$ cat config.mk
export PLATFORM = sky130hd
export DESIGN_NAME = boost_startup_fault_sequencer
export DESIGN_NICKNAME = d
export VERILOG_FILES = /design/src/inc/boost_seq_pkg.sv /design/src/hw/boost_startup_fault_sequencer.sv
export VERILOG_INCLUDE_DIRS = /design/src /design/src/inc
export SDC_FILE = /design/constraint.sdc
export NUM_CORES = 1
export LEC_CHECK = 0
export BUFFER_PORTS_ARGS = -buffer_cell sky130_fd_sc_hd__buf_4
export CAP_MARGIN = 15
export CORE_MARGIN = 10
export CORE_UTILIZATION = 50
export DETAILED_ROUTE_END_ITERATION = 7
export MAX_ROUTING_LAYER = met4
export PLACE_DENSITY = 0.69
export SLEW_MARGIN = 30
export SYNTH_ARGS = -nofsm -noshare
export SYNTH_HDL_FRONTEND = slang
export SYNTH_SLANG_ARGS = --single-unit
export TNS_END_PERCENT = 20
$ cat constraint.sdc
create_clock -name i_mclk -period 3 [get_ports i_mclk]
set_input_delay 0.75 -clock i_mclk [delete_from_list [all_inputs] [get_ports i_mclk]]
set_output_delay 0.75 -clock i_mclk [all_outputs]
set_load 0.01 [all_outputs]
$ cat src/inc/boost_seq_regs.svh
// timing and encoding constants for the boost start-up and fault sequencer
`ifndef BOOST_SEQ_REGS_SVH
`define BOOST_SEQ_REGS_SVH

`define CLK_HZ              50000000
`define OSC_HZ              1000000
// one tick of the internal 1 MHz oscillator in 50 MHz cycles
`define OSC_DIV             (`CLK_HZ / `OSC_HZ)
`define OSC_DIV_W           6
// state durations in microseconds
`define T_INRUSH_US         2048
`define T_SWEN_US           128
`define T_SOFT_US           2048
// durations in oscillator ticks (1 us each)
`define TICKS_INRUSH        ((`T_INRUSH_US * `OSC_HZ) / 1000000)
`define TICKS_SWEN          ((`T_SWEN_US * `OSC_HZ) / 1000000)
`define TICKS_SOFT          ((`T_SOFT_US * `OSC_HZ) / 1000000)
`define TMR_W               12
// sync detector: edges must come closer than 1/300 kHz, 166 cycles at 50 MHz
`define SYNC_MIN_HZ         300000
`define SYNC_GAP_CYC        (`CLK_HZ / `SYNC_MIN_HZ)
`define SYNC_CNT_W          8
// minimum off-time of the switch node in cycles
`define TOFF_MIN_CYC        5
// current limit codes, percent of final value
`define ILIM_0              7'h00
`define ILIM_25             7'h19
`define ILIM_50             7'h32
`define ILIM_75             7'h4B
`define ILIM_100            7'h64

`endif

$ cat src/inc/boost_seq_pkg.sv
// types for the boost start-up and fault sequencer
package boost_seq_pkg;
    typedef enum logic [6:0] {
        ST_OFF     = 7'h01,
        ST_INRUSH  = 7'h02,
        ST_SWEN    = 7'h04,
        ST_SB25    = 7'h08,
        ST_SB50    = 7'h10,
        ST_SB75    = 7'h20,
        ST_NORMAL  = 7'h40
    } seq_state_t;
endpackage

$ cat src/hw/boost_startup_fault_sequencer.sv
// start-up sequencer, fault control, pwm timing and sync detect of a boost regulator
// What this block does
// - enable pin high shuts everything and outputs down, except feedback select and sync detect
// - enable pin high keeps supply disconnect switch open
// - enable low or restart launches six-state sequence
// - stay in normal until disable or fault
// - soft inrush 2.048ms, supply switch current source
// - supply enable 128us, supply switch fully on
// - three soft boost states step limit 25/50/75
// - normal after 8.32ms, current limit 100 percent
// - fault control can restart or stop any state
// - undervoltage disables outputs, waits for on threshold
// - overcurrent switches off and restarts at once
// - overvoltage holds off until recovery, then restarts
// - overtemperature holds off until cool, then restarts
// - skip pulses while output above target
// - every period keeps a minimum off-time
// - level select swaps feedback input and ground pins
// - external sync only above about 300kHz
// - synced switch-node falling edge follows sync falling edge
// - otherwise switching from internal 1MHz oscillator
`timescale 1ns/10ps
`default_nettype none
`include "boost_seq_regs.svh"

module boost_startup_fault_sequencer
    import boost_seq_pkg::*;
(
    input  wire logic       i_mclk,
    input  wire logic       i_rst_b,
    input  wire logic       i_active_low_enable_pin,
    input  wire logic       i_level_select,
    input  wire logic       i_external_sync_clock_in,
    input  wire logic       i_uv_below_off,
    input  wire logic       i_uv_above_on,
    input  wire logic       i_oc_switched_supply_node,
    input  wire logic       i_ov_boost_output_err,
    input  wire logic       i_ov_boost_output_recovered,
    input  wire logic       i_ot_above_off,
    input  wire logic       i_ot_below_on,
    input  wire logic       i_fb_above_target,
    input  wire logic       i_peak_current_reached,
    output logic            o_io_enable,
    output logic            o_supply_switch_current_src,
    output logic            o_supply_switch_full_on,
    output logic            o_switch_node_drive,
    output logic [6:0]      o_switch_node_ilim_pct,
    output logic            o_feedback_pin_a_gnd_en,
    output logic            o_feedback_pin_b_gnd_en,
    output logic            o_feedback_sel_b,
    output logic            o_ext_sync_active,
    output logic [6:0]      o_seq_state
);

    // pin and comparator synchronisers
    // the enable and sync stages reset to the pins' idle high level, so reset
    // is followed by neither a false start nor a false sync edge
    logic [1:0] en_s_q;
    logic [1:0] sel_s_q;
    logic [1:0] sync_s_q;
    logic [1:0] uvoff_s_q;
    logic [1:0] uvon_s_q;
    logic [1:0] oc_s_q;
    logic [1:0] ov_s_q;
    logic [1:0] ovr_s_q;
    logic [1:0] ot_s_q;
    logic [1:0] otr_s_q;
    logic [1:0] fb_s_q;
    logic [1:0] pk_s_q;

    always_ff @(posedge i_mclk or negedge i_rst_b) begin
        if (!i_rst_b) begin
            en_s_q    <= 2'h3;
            sel_s_q   <= 2'h0;
            sync_s_q  <= 2'h3;
            uvoff_s_q <= 2'h3;
            uvon_s_q  <= 2'h0;
            oc_s_q    <= 2'h0;
            ov_s_q    <= 2'h0;
            ovr_s_q   <= 2'h0;
            ot_s_q    <= 2'h0;
            otr_s_q   <= 2'h0;
            fb_s_q    <= 2'h0;
            pk_s_q    <= 2'h0;
        end else begin
            en_s_q    <= {en_s_q[0], i_active_low_enable_pin};
            sel_s_q   <= {sel_s_q[0], i_level_select};
            sync_s_q  <= {sync_s_q[0], i_external_sync_clock_in};
            uvoff_s_q <= {uvoff_s_q[0], i_uv_below_off};
            uvon_s_q  <= {uvon_s_q[0], i_uv_above_on};
            oc_s_q    <= {oc_s_q[0], i_oc_switched_supply_node};
            ov_s_q    <= {ov_s_q[0], i_ov_boost_output_err};
            ovr_s_q   <= {ovr_s_q[0], i_ov_boost_output_recovered};
            ot_s_q    <= {ot_s_q[0], i_ot_above_off};
            otr_s_q   <= {otr_s_q[0], i_ot_below_on};
            fb_s_q    <= {fb_s_q[0], i_fb_above_target};
            pk_s_q    <= {pk_s_q[0], i_peak_current_reached};
        end
    end

    logic disabled;
    assign disabled = en_s_q[1];

    // hold-off latches: a fault that waits for a recovery threshold keeps the
    // sequencer parked until the matching comparator reports recovery
    logic uv_hold_q;
    logic ov_hold_q;
    logic ot_hold_q;
    logic hold_any;
    logic oc_restart;

    // reset leaves the supply hold set: the supply must be seen good once
    // before the first start
    always_ff @(posedge i_mclk or negedge i_rst_b) begin
        if (!i_rst_b) begin
            uv_hold_q <= 1'b1;
        end else if (uvoff_s_q[1]) begin
            uv_hold_q <= 1'b1;
        end else if (uvon_s_q[1]) begin
            uv_hold_q <= 1'b0;
        end
    end

    always_ff @(posedge i_mclk or negedge i_rst_b) begin
        if (!i_rst_b) begin
            ov_hold_q <= 1'b0;
        end else if (disabled) begin
            ov_hold_q <= 1'b0;
        end else if (ov_s_q[1]) begin
            ov_hold_q <= 1'b1;
        end else if (ovr_s_q[1]) begin
            ov_hold_q <= 1'b0;
        end
    end

    always_ff @(posedge i_mclk or negedge i_rst_b) begin
        if (!i_rst_b) begin
            ot_hold_q <= 1'b0;
        end else if (disabled) begin
            ot_hold_q <= 1'b0;
        end else if (ot_s_q[1]) begin
            ot_hold_q <= 1'b1;
        end else if (otr_s_q[1]) begin
            ot_hold_q <= 1'b0;
        end
    end

    // the raw synchronised levels join the latches so the first fault cycle
    // already parks the sequencer
    assign hold_any   = uv_hold_q | ov_hold_q | ot_hold_q | uvoff_s_q[1] | ov_s_q[1] | ot_s_q[1];
    assign oc_restart = oc_s_q[1];

    // internal 1 MHz oscillator as a tick enable
    // a tick enable rather than a second clock keeps the block in one domain
    logic [`OSC_DIV_W-1:0] osc_cnt_q;
    logic                  osc_tick;

    assign osc_tick = (osc_cnt_q == `OSC_DIV_W'(`OSC_DIV - 1));

    always_ff @(posedge i_mclk or negedge i_rst_b) begin
        if (!i_rst_b) begin
            osc_cnt_q <= '0;
        end else if (osc_tick) begin
            osc_cnt_q <= '0;
        end else begin
            osc_cnt_q <= osc_cnt_q + `OSC_DIV_W'(1);
        end
    end

    // sequencer
    seq_state_t          state_q;
    seq_state_t          state_d;
    logic [`TMR_W-1:0]   tmr_q;
    logic [`TMR_W-1:0]   dur;
    logic                tmr_done;

    always_comb begin
        case (state_q)
            ST_INRUSH: dur = `TMR_W'(`TICKS_INRUSH);
            ST_SWEN:   dur = `TMR_W'(`TICKS_SWEN);
            ST_SB25:   dur = `TMR_W'(`TICKS_SOFT);
            ST_SB50:   dur = `TMR_W'(`TICKS_SOFT);
            ST_SB75:   dur = `TMR_W'(`TICKS_SOFT);
            default:   dur = '0;
        endcase
    end

    // the last tick of a state is duration-1 so the state lasts exactly its ticks
    assign tmr_done = osc_tick && (tmr_q == dur - `TMR_W'(1));

    always_comb begin
        state_d = state_q;
        if (disabled || hold_any || oc_restart) begin
            // a fault beats any timed advance in the same cycle
            state_d = ST_OFF;
        end else begin
            case (state_q)
                ST_OFF:    state_d = ST_INRUSH;
                ST_INRUSH: if (tmr_done) state_d = ST_SWEN;
                ST_SWEN:   if (tmr_done) state_d = ST_SB25;
                ST_SB25:   if (tmr_done) state_d = ST_SB50;
                ST_SB50:   if (tmr_done) state_d = ST_SB75;
                ST_SB75:   if (tmr_done) state_d = ST_NORMAL;
                ST_NORMAL: state_d = ST_NORMAL;
                default:   state_d = ST_OFF;
            endcase
        end
    end

    always_ff @(posedge i_mclk or negedge i_rst_b) begin
        if (!i_rst_b) begin
            state_q <= ST_OFF;
        end else begin
            state_q <= state_d;
        end
    end

    always_ff @(posedge i_mclk or negedge i_rst_b) begin
        if (!i_rst_b) begin
            tmr_q <= '0;
        end else if (state_d != state_q) begin
            tmr_q <= '0;
        end else if (osc_tick) begin
            tmr_q <= tmr_q + `TMR_W'(1);
        end
    end

    // external sync detector: any gap longer than the 300 kHz period drops it
    logic [`SYNC_CNT_W-1:0] gap_q;
    logic                   sync_prev_q;
    logic                   sync_fall;
    logic                   ext_q;

    assign sync_fall = sync_prev_q & ~sync_s_q[1];

    always_ff @(posedge i_mclk or negedge i_rst_b) begin
        if (!i_rst_b) begin
            sync_prev_q <= 1'b1;
        end else begin
            sync_prev_q <= sync_s_q[1];
        end
    end

    always_ff @(posedge i_mclk or negedge i_rst_b) begin
        if (!i_rst_b) begin
            gap_q <= '0;
            ext_q <= 1'b0;
        end else if (sync_fall) begin
            gap_q <= '0;
            ext_q <= 1'b1;
        end else if (gap_q == `SYNC_CNT_W'(`SYNC_GAP_CYC)) begin
            ext_q <= 1'b0;
        end else begin
            gap_q <= gap_q + `SYNC_CNT_W'(1);
        end
    end

    // pwm: period starts on the sync falling edge or the oscillator tick;
    // the switch turns on at period start and off at peak current, and the
    // last cycles of each period are forced off
    logic                 switching;
    logic                 period_start;
    logic [`OSC_DIV_W:0]  per_cnt_q;
    logic [`OSC_DIV_W:0]  per_len_q;
    logic                 in_toff;
    logic                 drive_q;

    assign switching    = (state_q == ST_SB25) || (state_q == ST_SB50) ||
                          (state_q == ST_SB75) || (state_q == ST_NORMAL);
    assign period_start = ext_q ? sync_fall : osc_tick;

    always_ff @(posedge i_mclk or negedge i_rst_b) begin
        if (!i_rst_b) begin
            per_cnt_q <= '0;
            per_len_q <= (`OSC_DIV_W+1)'(`OSC_DIV);
        end else if (period_start) begin
            per_cnt_q <= '0;
            per_len_q <= per_cnt_q + (`OSC_DIV_W+1)'(1);
        end else if (per_cnt_q != '1) begin
            per_cnt_q <= per_cnt_q + (`OSC_DIV_W+1)'(1);
        end
    end

    // one spare bit keeps a saturated period count from wrapping into a false on-window
    logic [`OSC_DIV_W+1:0] toff_reach;

    assign toff_reach = {1'b0, per_cnt_q} + (`OSC_DIV_W+2)'(`TOFF_MIN_CYC + 1);
    // off window is judged against the previous period length, so it
    // tracks whichever frequency is active
    assign in_toff    = toff_reach >= {1'b0, per_len_q};

    always_ff @(posedge i_mclk or negedge i_rst_b) begin
        if (!i_rst_b) begin
            drive_q <= 1'b0;
        end else if (!switching || fb_s_q[1]) begin
            drive_q <= 1'b0;
        end else if (period_start) begin
            drive_q <= 1'b1;
        end else if (in_toff || pk_s_q[1]) begin
            drive_q <= 1'b0;
        end
    end

    // outputs
    always_ff @(posedge i_mclk or negedge i_rst_b) begin
        if (!i_rst_b) begin
            o_io_enable                 <= 1'b0;
            o_supply_switch_current_src <= 1'b0;
            o_supply_switch_full_on     <= 1'b0;
            o_switch_node_ilim_pct      <= `ILIM_0;
            o_feedback_pin_a_gnd_en     <= 1'b0;
            o_feedback_pin_b_gnd_en     <= 1'b0;
            o_feedback_sel_b            <= 1'b0;
        end else begin
            o_io_enable                 <= !disabled && !uv_hold_q
                                           && !uvoff_s_q[1];
            o_supply_switch_current_src <= (state_d == ST_INRUSH);
            o_supply_switch_full_on     <= (state_d != ST_OFF)
                                           && (state_d != ST_INRUSH);
            case (state_d)
                ST_SB25:   o_switch_node_ilim_pct <= `ILIM_25;
                ST_SB50:   o_switch_node_ilim_pct <= `ILIM_50;
                ST_SB75:   o_switch_node_ilim_pct <= `ILIM_75;
                ST_NORMAL: o_switch_node_ilim_pct <= `ILIM_100;
                default:   o_switch_node_ilim_pct <= `ILIM_0;
            endcase
            o_feedback_pin_a_gnd_en     <= !disabled && sel_s_q[1];
            o_feedback_pin_b_gnd_en     <= !disabled && !sel_s_q[1];
            o_feedback_sel_b            <= sel_s_q[1];
        end
    end

    // the gate drops in the cycle a state change is decided, so a fault cuts
    // the switch in that cycle only; the registered drive stage drops it two cycles later
    assign o_switch_node_drive = drive_q && (state_q == state_d);
    assign o_ext_sync_active   = ext_q;
    assign o_seq_state         = state_q;

endmodule
`default_nettype wire

# == After elaboration in Yosys (flattened, before gate mapping) ==
# Index checks and enable logic that the tools add are counted.
# Widths: inputs -> output; s select.
# word_totals
register_bits,90
input_bits,14
output_inout_bits,22
word_cells,123
# classes
addsub,6
n_lt_le_gt_ge,1
n_eq_ne,21
mux,30
n_bitwise,7
n_reduce_logical,27
# op_table
op,count
$mux 7,8
$pmux 7 s7,1
$pmux 7 s4,1
$mux 12,2
$pmux 12 s2,1
$mux 8,2
$eq 7x2->1 const B,2
$eq 7x4->1 const B,2
$eq 7x5->1 const B,2
$eq 7x6->1 const B,2
$eq 7x7->1 const B,2
$mux 1,14
$add 12x1->12 const B,1
$eq 12x12->1,1
$sub 12x1->12 const B,1
$reduce_bool 3->1,3
$add 7x3->8 const B,1
$add 8x1->8 const B,1
$eq 8x8->1 const B,1
$ge 8x7->1,1
$reduce_bool 2->1,4
$add 7x1->7 const B,1
$eq 7x1->1 const B,1
$eq 7x3->1 const B,1
other kinds (16),36

# == Longest topological paths before layout ==
# logic_depth
ltp_word,11
ltp_mapped,10
depth_no_buf,9

# == Worst setup path before layout ==
# No wires, ideal clock.
# synth_timing
kind,reg-to-output
start,register state_q[1] (netlist: o_seq_state[1])
end,output o_switch_node_drive
t_arrival_ns,2.333
required_ns,2.250
path_slack_ns,-0.083
stages_incl_launch_ff,10
n_path_buf,3
cell_sequence,dfrtp_1 > buf_6 > or3b_1 > or3_4 > a41o_1 > buf_6 > a211oi_4 > o2111ai_2 > buf_6 > nor2_2
# synth_between
elab_chain_cells,11
word_cells_on_any_way,21
classes_between,add/sub (1); eq/ne (9); mux (8); reduce/logical (3)
# synth_lines
item,line_no,source
start: declaration,boost_startup_fault_sequencer.sv:171,seq_state_t state_q;
start signal: assignment,boost_startup_fault_sequencer.sv:214,state_q <= state_d;
"$eq 7x4->1, or another cell as far along","boost_startup_fault_sequencer.sv:178, boost_startup_fault_sequencer.sv:197",
$reduce_or 4->1 (no line),-,
$pmux 12 s2,boost_startup_fault_sequencer.sv:178,case (state_q)
$sub 12x1->12,boost_startup_fault_sequencer.sv:189,assign tmr_done = osc_tick && (tmr_q == dur - `TMR_W'(1));
$eq 12x12->1,boost_startup_fault_sequencer.sv:189,
$logic_and 1x1->1,boost_startup_fault_sequencer.sv:189,
$mux 7 (on tied branches),-,
$pmux 7 s7 (*),boost_startup_fault_sequencer.sv:197,case (state_q)
$mux 7 (*),boost_startup_fault_sequencer.sv:193,if (disabled || hold_any || oc_restart) begin
named net state_d[0],boost_startup_fault_sequencer.sv:172,seq_state_t state_d;
$eq 7x7->1 (*),boost_startup_fault_sequencer.sv:335,assign o_switch_node_drive = drive_q && (state_q == state_d);
$logic_and 1x1->1 (*),boost_startup_fault_sequencer.sv:335,
end: declaration,boost_startup_fault_sequencer.sv:46,"output logic o_switch_node_drive,"
# The timed path passes the listed nets; every way through them passes the cells marked *.

# == Worst setup path after layout ==
# layout_timing
start,register ot_hold_q
end,output o_switch_node_drive
# layout_between
elab_chain_cells,9
# layout_lines
item,line_no,source
start: declaration,boost_startup_fault_sequencer.sv:108,logic ot_hold_q;
start signal: assignment,boost_startup_fault_sequencer.sv:138,ot_hold_q <= 1'b0;
start signal: assignment,boost_startup_fault_sequencer.sv:140,ot_hold_q <= 1'b0;
start signal: assignment,boost_startup_fault_sequencer.sv:142,ot_hold_q <= 1'b1;
$or 1x1->1 (4 in a row),boost_startup_fault_sequencer.sv:150,assign hold_any = uv_hold_q | ov_hold_q | ot_hold_q | uvoff_s_q[1] | ov_s_q[1] | ot_s_q[1];
$logic_or 1x1->1 (2 in a row),boost_startup_fault_sequencer.sv:193,
$mux 7,boost_startup_fault_sequencer.sv:193,
$eq 7x7->1,boost_startup_fault_sequencer.sv:335,
$logic_and 1x1->1,boost_startup_fault_sequencer.sv:335,
# Every way passes these cells.

==> impl_metrics.env <==
export IMPL_status="finished, violations left"
export IMPL_violations="negative setup slack"
export IMPL_critPathMaxFanout=3
export IMPL_setup_tns_ps=-291
export IMPL_internal_power_w=0.00179
export IMPL_drtIter0Drc=90
export IMPL_row_count=33
export IMPL_ys_seq_area_share_pct=54.3
export IMPL_ys_warn_count=0
export IMPL_power_density_nw_per_um2=517
export IMPL_postRouteAntennaNets=0
export IMPL_drc_errors=0
export IMPL_hold_viol=0
export IMPL_synthFlopType="dfrtp_1"
export IMPL_seq_power_share_pct=54.1
export IMPL_required_ps=2250
export IMPL_hold_path_class="flip-flop to flip-flop"
export IMPL_dp_hpwl_um=5860
export IMPL_cp_common_cell="or3_4"
export IMPL_root_buffer="clkbuf_8"
export IMPL_ys_async_sr_fraction_pct=100
export IMPL_cap_violations=0
export IMPL_comb_power_share_pct=13.9
export IMPL_path_clk_slew_ps=100
export IMPL_postSynthAreaPerCell_um2=10.5
export IMPL_fmax_mhz=304
export IMPL_cp_arrival_ps=2540
export IMPL_syn2layout_area_growth_pct=18.4
export IMPL_postLayoutCoreUtil_pct=60.2
export IMPL_ios=36
export IMPL_port_buffers=35
export IMPL_p_sw_share_pct=29.3
export IMPL_crit_path_top_delay_cell="or4_4"
export IMPL_core_area_um2=8130
export IMPL_place_congestion=0.924
export IMPL_initial_core_util_pct=50.8
export IMPL_rr_worst_depth=8
export IMPL_synth_area_top_cells="dfrtp_1 47%, dfstp_2 7.6%, ha_1 4.5%, nor2_1 4.2%, xnor2_1 3.6%"
export IMPL_overflow=0
export IMPL_die_area_um2=12300
export IMPL_grt_setup_unrepaired="true"
export IMPL_cts_tree="built"
export IMPL_timing_final_ws_setup_ps=-291
export IMPL_clockBufferDepth=2
export IMPL_netlist_instances=395
export IMPL_critPathLaunchType="flip-flop"
export IMPL_grt_pass1_vias=2933
export IMPL_cts_htree_levels=3
export IMPL_synth_top_cell_by_area="dfrtp_1"
export IMPL_pwr_share_clk_pct=32.0
export IMPL_leakage_nw=2.31
export IMPL_routed_wl_um=8010
export IMPL_grt_max_degree=49
export IMPL_min_path_cells=0
export IMPL_skew_ps=12.7
export IMPL_antenna_found_initial=0
export IMPL_relSlewSlack_pct=65.1
export IMPL_vias=2898
export IMPL_switchingPower_w=0.000741
export IMPL_ys_seq_elements=89
export IMPL_clkSinkCount=89
export IMPL_synth_common_cells="77 x dfrtp_1, 46 x nor2_1, 30 x inv_1, 26 x nand2_1, 18 x a21oi_1"
export IMPL_die_w_um=111
export IMPL_viasPerCell=5.17
export IMPL_insertion_delay_ps=360
export IMPL_synth_edff_count=0
export IMPL_routedWlPerCell_um=14.3
export IMPL_grt_first_pass_wirelength_um=13800
export IMPL_diodes=0
export IMPL_synth_top_cell_area_share_pct=46.6
export IMPL_track_usage_pct=13.7
export IMPL_synth_most_common_cell="dfrtp_1"
export IMPL_die_height_um=111
export IMPL_syn_nets=424
export IMPL_path_cells="or4_4 -> or3_4 -> or3_4 -> a21oi_2 -> o2111ai_2 -> nor2_4 -> buf_6"
export IMPL_cpPeakStageDelay_ps=540
export IMPL_first_pass_iters=4
export IMPL_nets=480
export IMPL_post_place_ws_ps=19.1
export IMPL_drive_gt1_share_pct=25.9
export IMPL_whs_ps=343
export IMPL_setup_viol=1
export IMPL_irDropWorstVdd_v=0.000354
export IMPL_finalCritPeriodShare_pct=110
export IMPL_tightest_slew_ps=524
export IMPL_slew_violations=0
export IMPL_worstSetupPathType="flip-flop to output port"
export IMPL_syn_area_um2=4130
export IMPL_crit_path_end_kind="output port"
export IMPL_synth_cell_types=57
export IMPL_period_needed_ps=3290
export IMPL_cts_buffers=9
state kept, by name, indices dropped and copies added (netlist names), 6 cells and up:
| name | cells |
|---|---|
| tmr_q | 12 |
| gap_q | 8 |
| per_cnt_q | 7 |
| osc_cnt_q | 6 |
| o_switch_node_ilim_pct | 6 |
| per_len_q | 7 |
| o_seq_state | 7 |
power by group through the flow:
stage | logic (W) | clock network (W) | registers, W
floorplan | 0.000265 | 0 | 0.00137
global placement | 0.000338 | 0 | 0.00139
detailed placement | 0.000354 | 0 | 0.00139
CTS | 0.000359 | 0.000844 | 0.00137
global route | 0.000417 | 0.000898 | 0.00139
finish | 0.000352 | 0.000809 | 0.00137
path summary, 6_finish.rpt:
path                                                from                       end  slack, ps
worst min-delay path                otr_s_q[0]$_DFF_PN0_      otr_s_q[1]$_DFF_PN0_        340
worst max register to register  o_seq_state[1]$_DFF_PN0_  o_seq_state[3]$_DFF_PN0_        520
worst max-delay path               ot_hold_q$_DFFE_PN0P_       o_switch_node_drive       -290
worst min register to register      otr_s_q[0]$_DFF_PN0_      otr_s_q[1]$_DFF_PN0_        340
max in group asynchronous                        i_rst_b     sync_s_q[1]$_DFF_PN1_       1950
min in group asynchronous                        i_rst_b  o_seq_state[1]$_DFF_PN0_        360
cells in the final DEF, fill, tap and decap left out, drive strengths merged, types with 12 or more instances in the layout:
master  instances
nand3          12
nor2           56
xor2           13
dfstp          12
buf            60
o21ai          14
nand2          26
dfrtp          77
nor3           13
a21oi          18
xnor2          17
ha             15
inv            33
per-stage QoR:
stage               power (W)  instances  cell area, um^2
global route          0.00270        561             4890
finish                0.00253        561             4890
detailed placement    0.00175        545             4660
global placement      0.00173        545             4660
CTS                   0.00257        561             4870
floorplan             0.00163        395             4150
worst max-delay path, delay by kind of cell, from the launching register on:
kind                   cells  cell delay [ps]
AO/OA/AOI/OAI              2              330
buffers and inverters      1              110
flip-flops                 1              390
AND/OR/NAND/NOR            4             1360
kinds of logic (layout without fill, tap and decap cells):
group,after synthesis,in the layout,synth area share [%]
AO/OA/AOI/OAI,58,58,9.78
XOR/XNOR,30,30,6.36
adder cells (fa/ha/maj),15,15,4.54
buffers and inverters,45,106,4.84
flip-flops,89,89,54.3
multiplexers,5,5,1.27
AND/OR/NAND/NOR,153,153,19.0
layout make-up:
class,instances,area [um^2]
fillers,695,3240
flip-flops and latches,89,2240
multi-input cells,261,1740
repair buffers,60,467
well taps,105,131
clock buffers,9,124
inverters,30,113
clock inverters,7,81.3
repair_timing:
action                     CTS  global route
setup buffers                0             0
hold buffers                 0             0
pin swaps                    4             2
gates cloned                 0             0
setup endpoints to repair    1             1
resized for setup            1             7
routing by layer:
layer  up-vias  wire [um]  track usage (%)
met5         -          0                -
li1       1456          -                -
met4         0        113             4.86
met1      1383       3650             16.0
met2        53       3880             22.0
met3         6        369             3.84
Note: power is estimated with default switching activity, not from simulation.
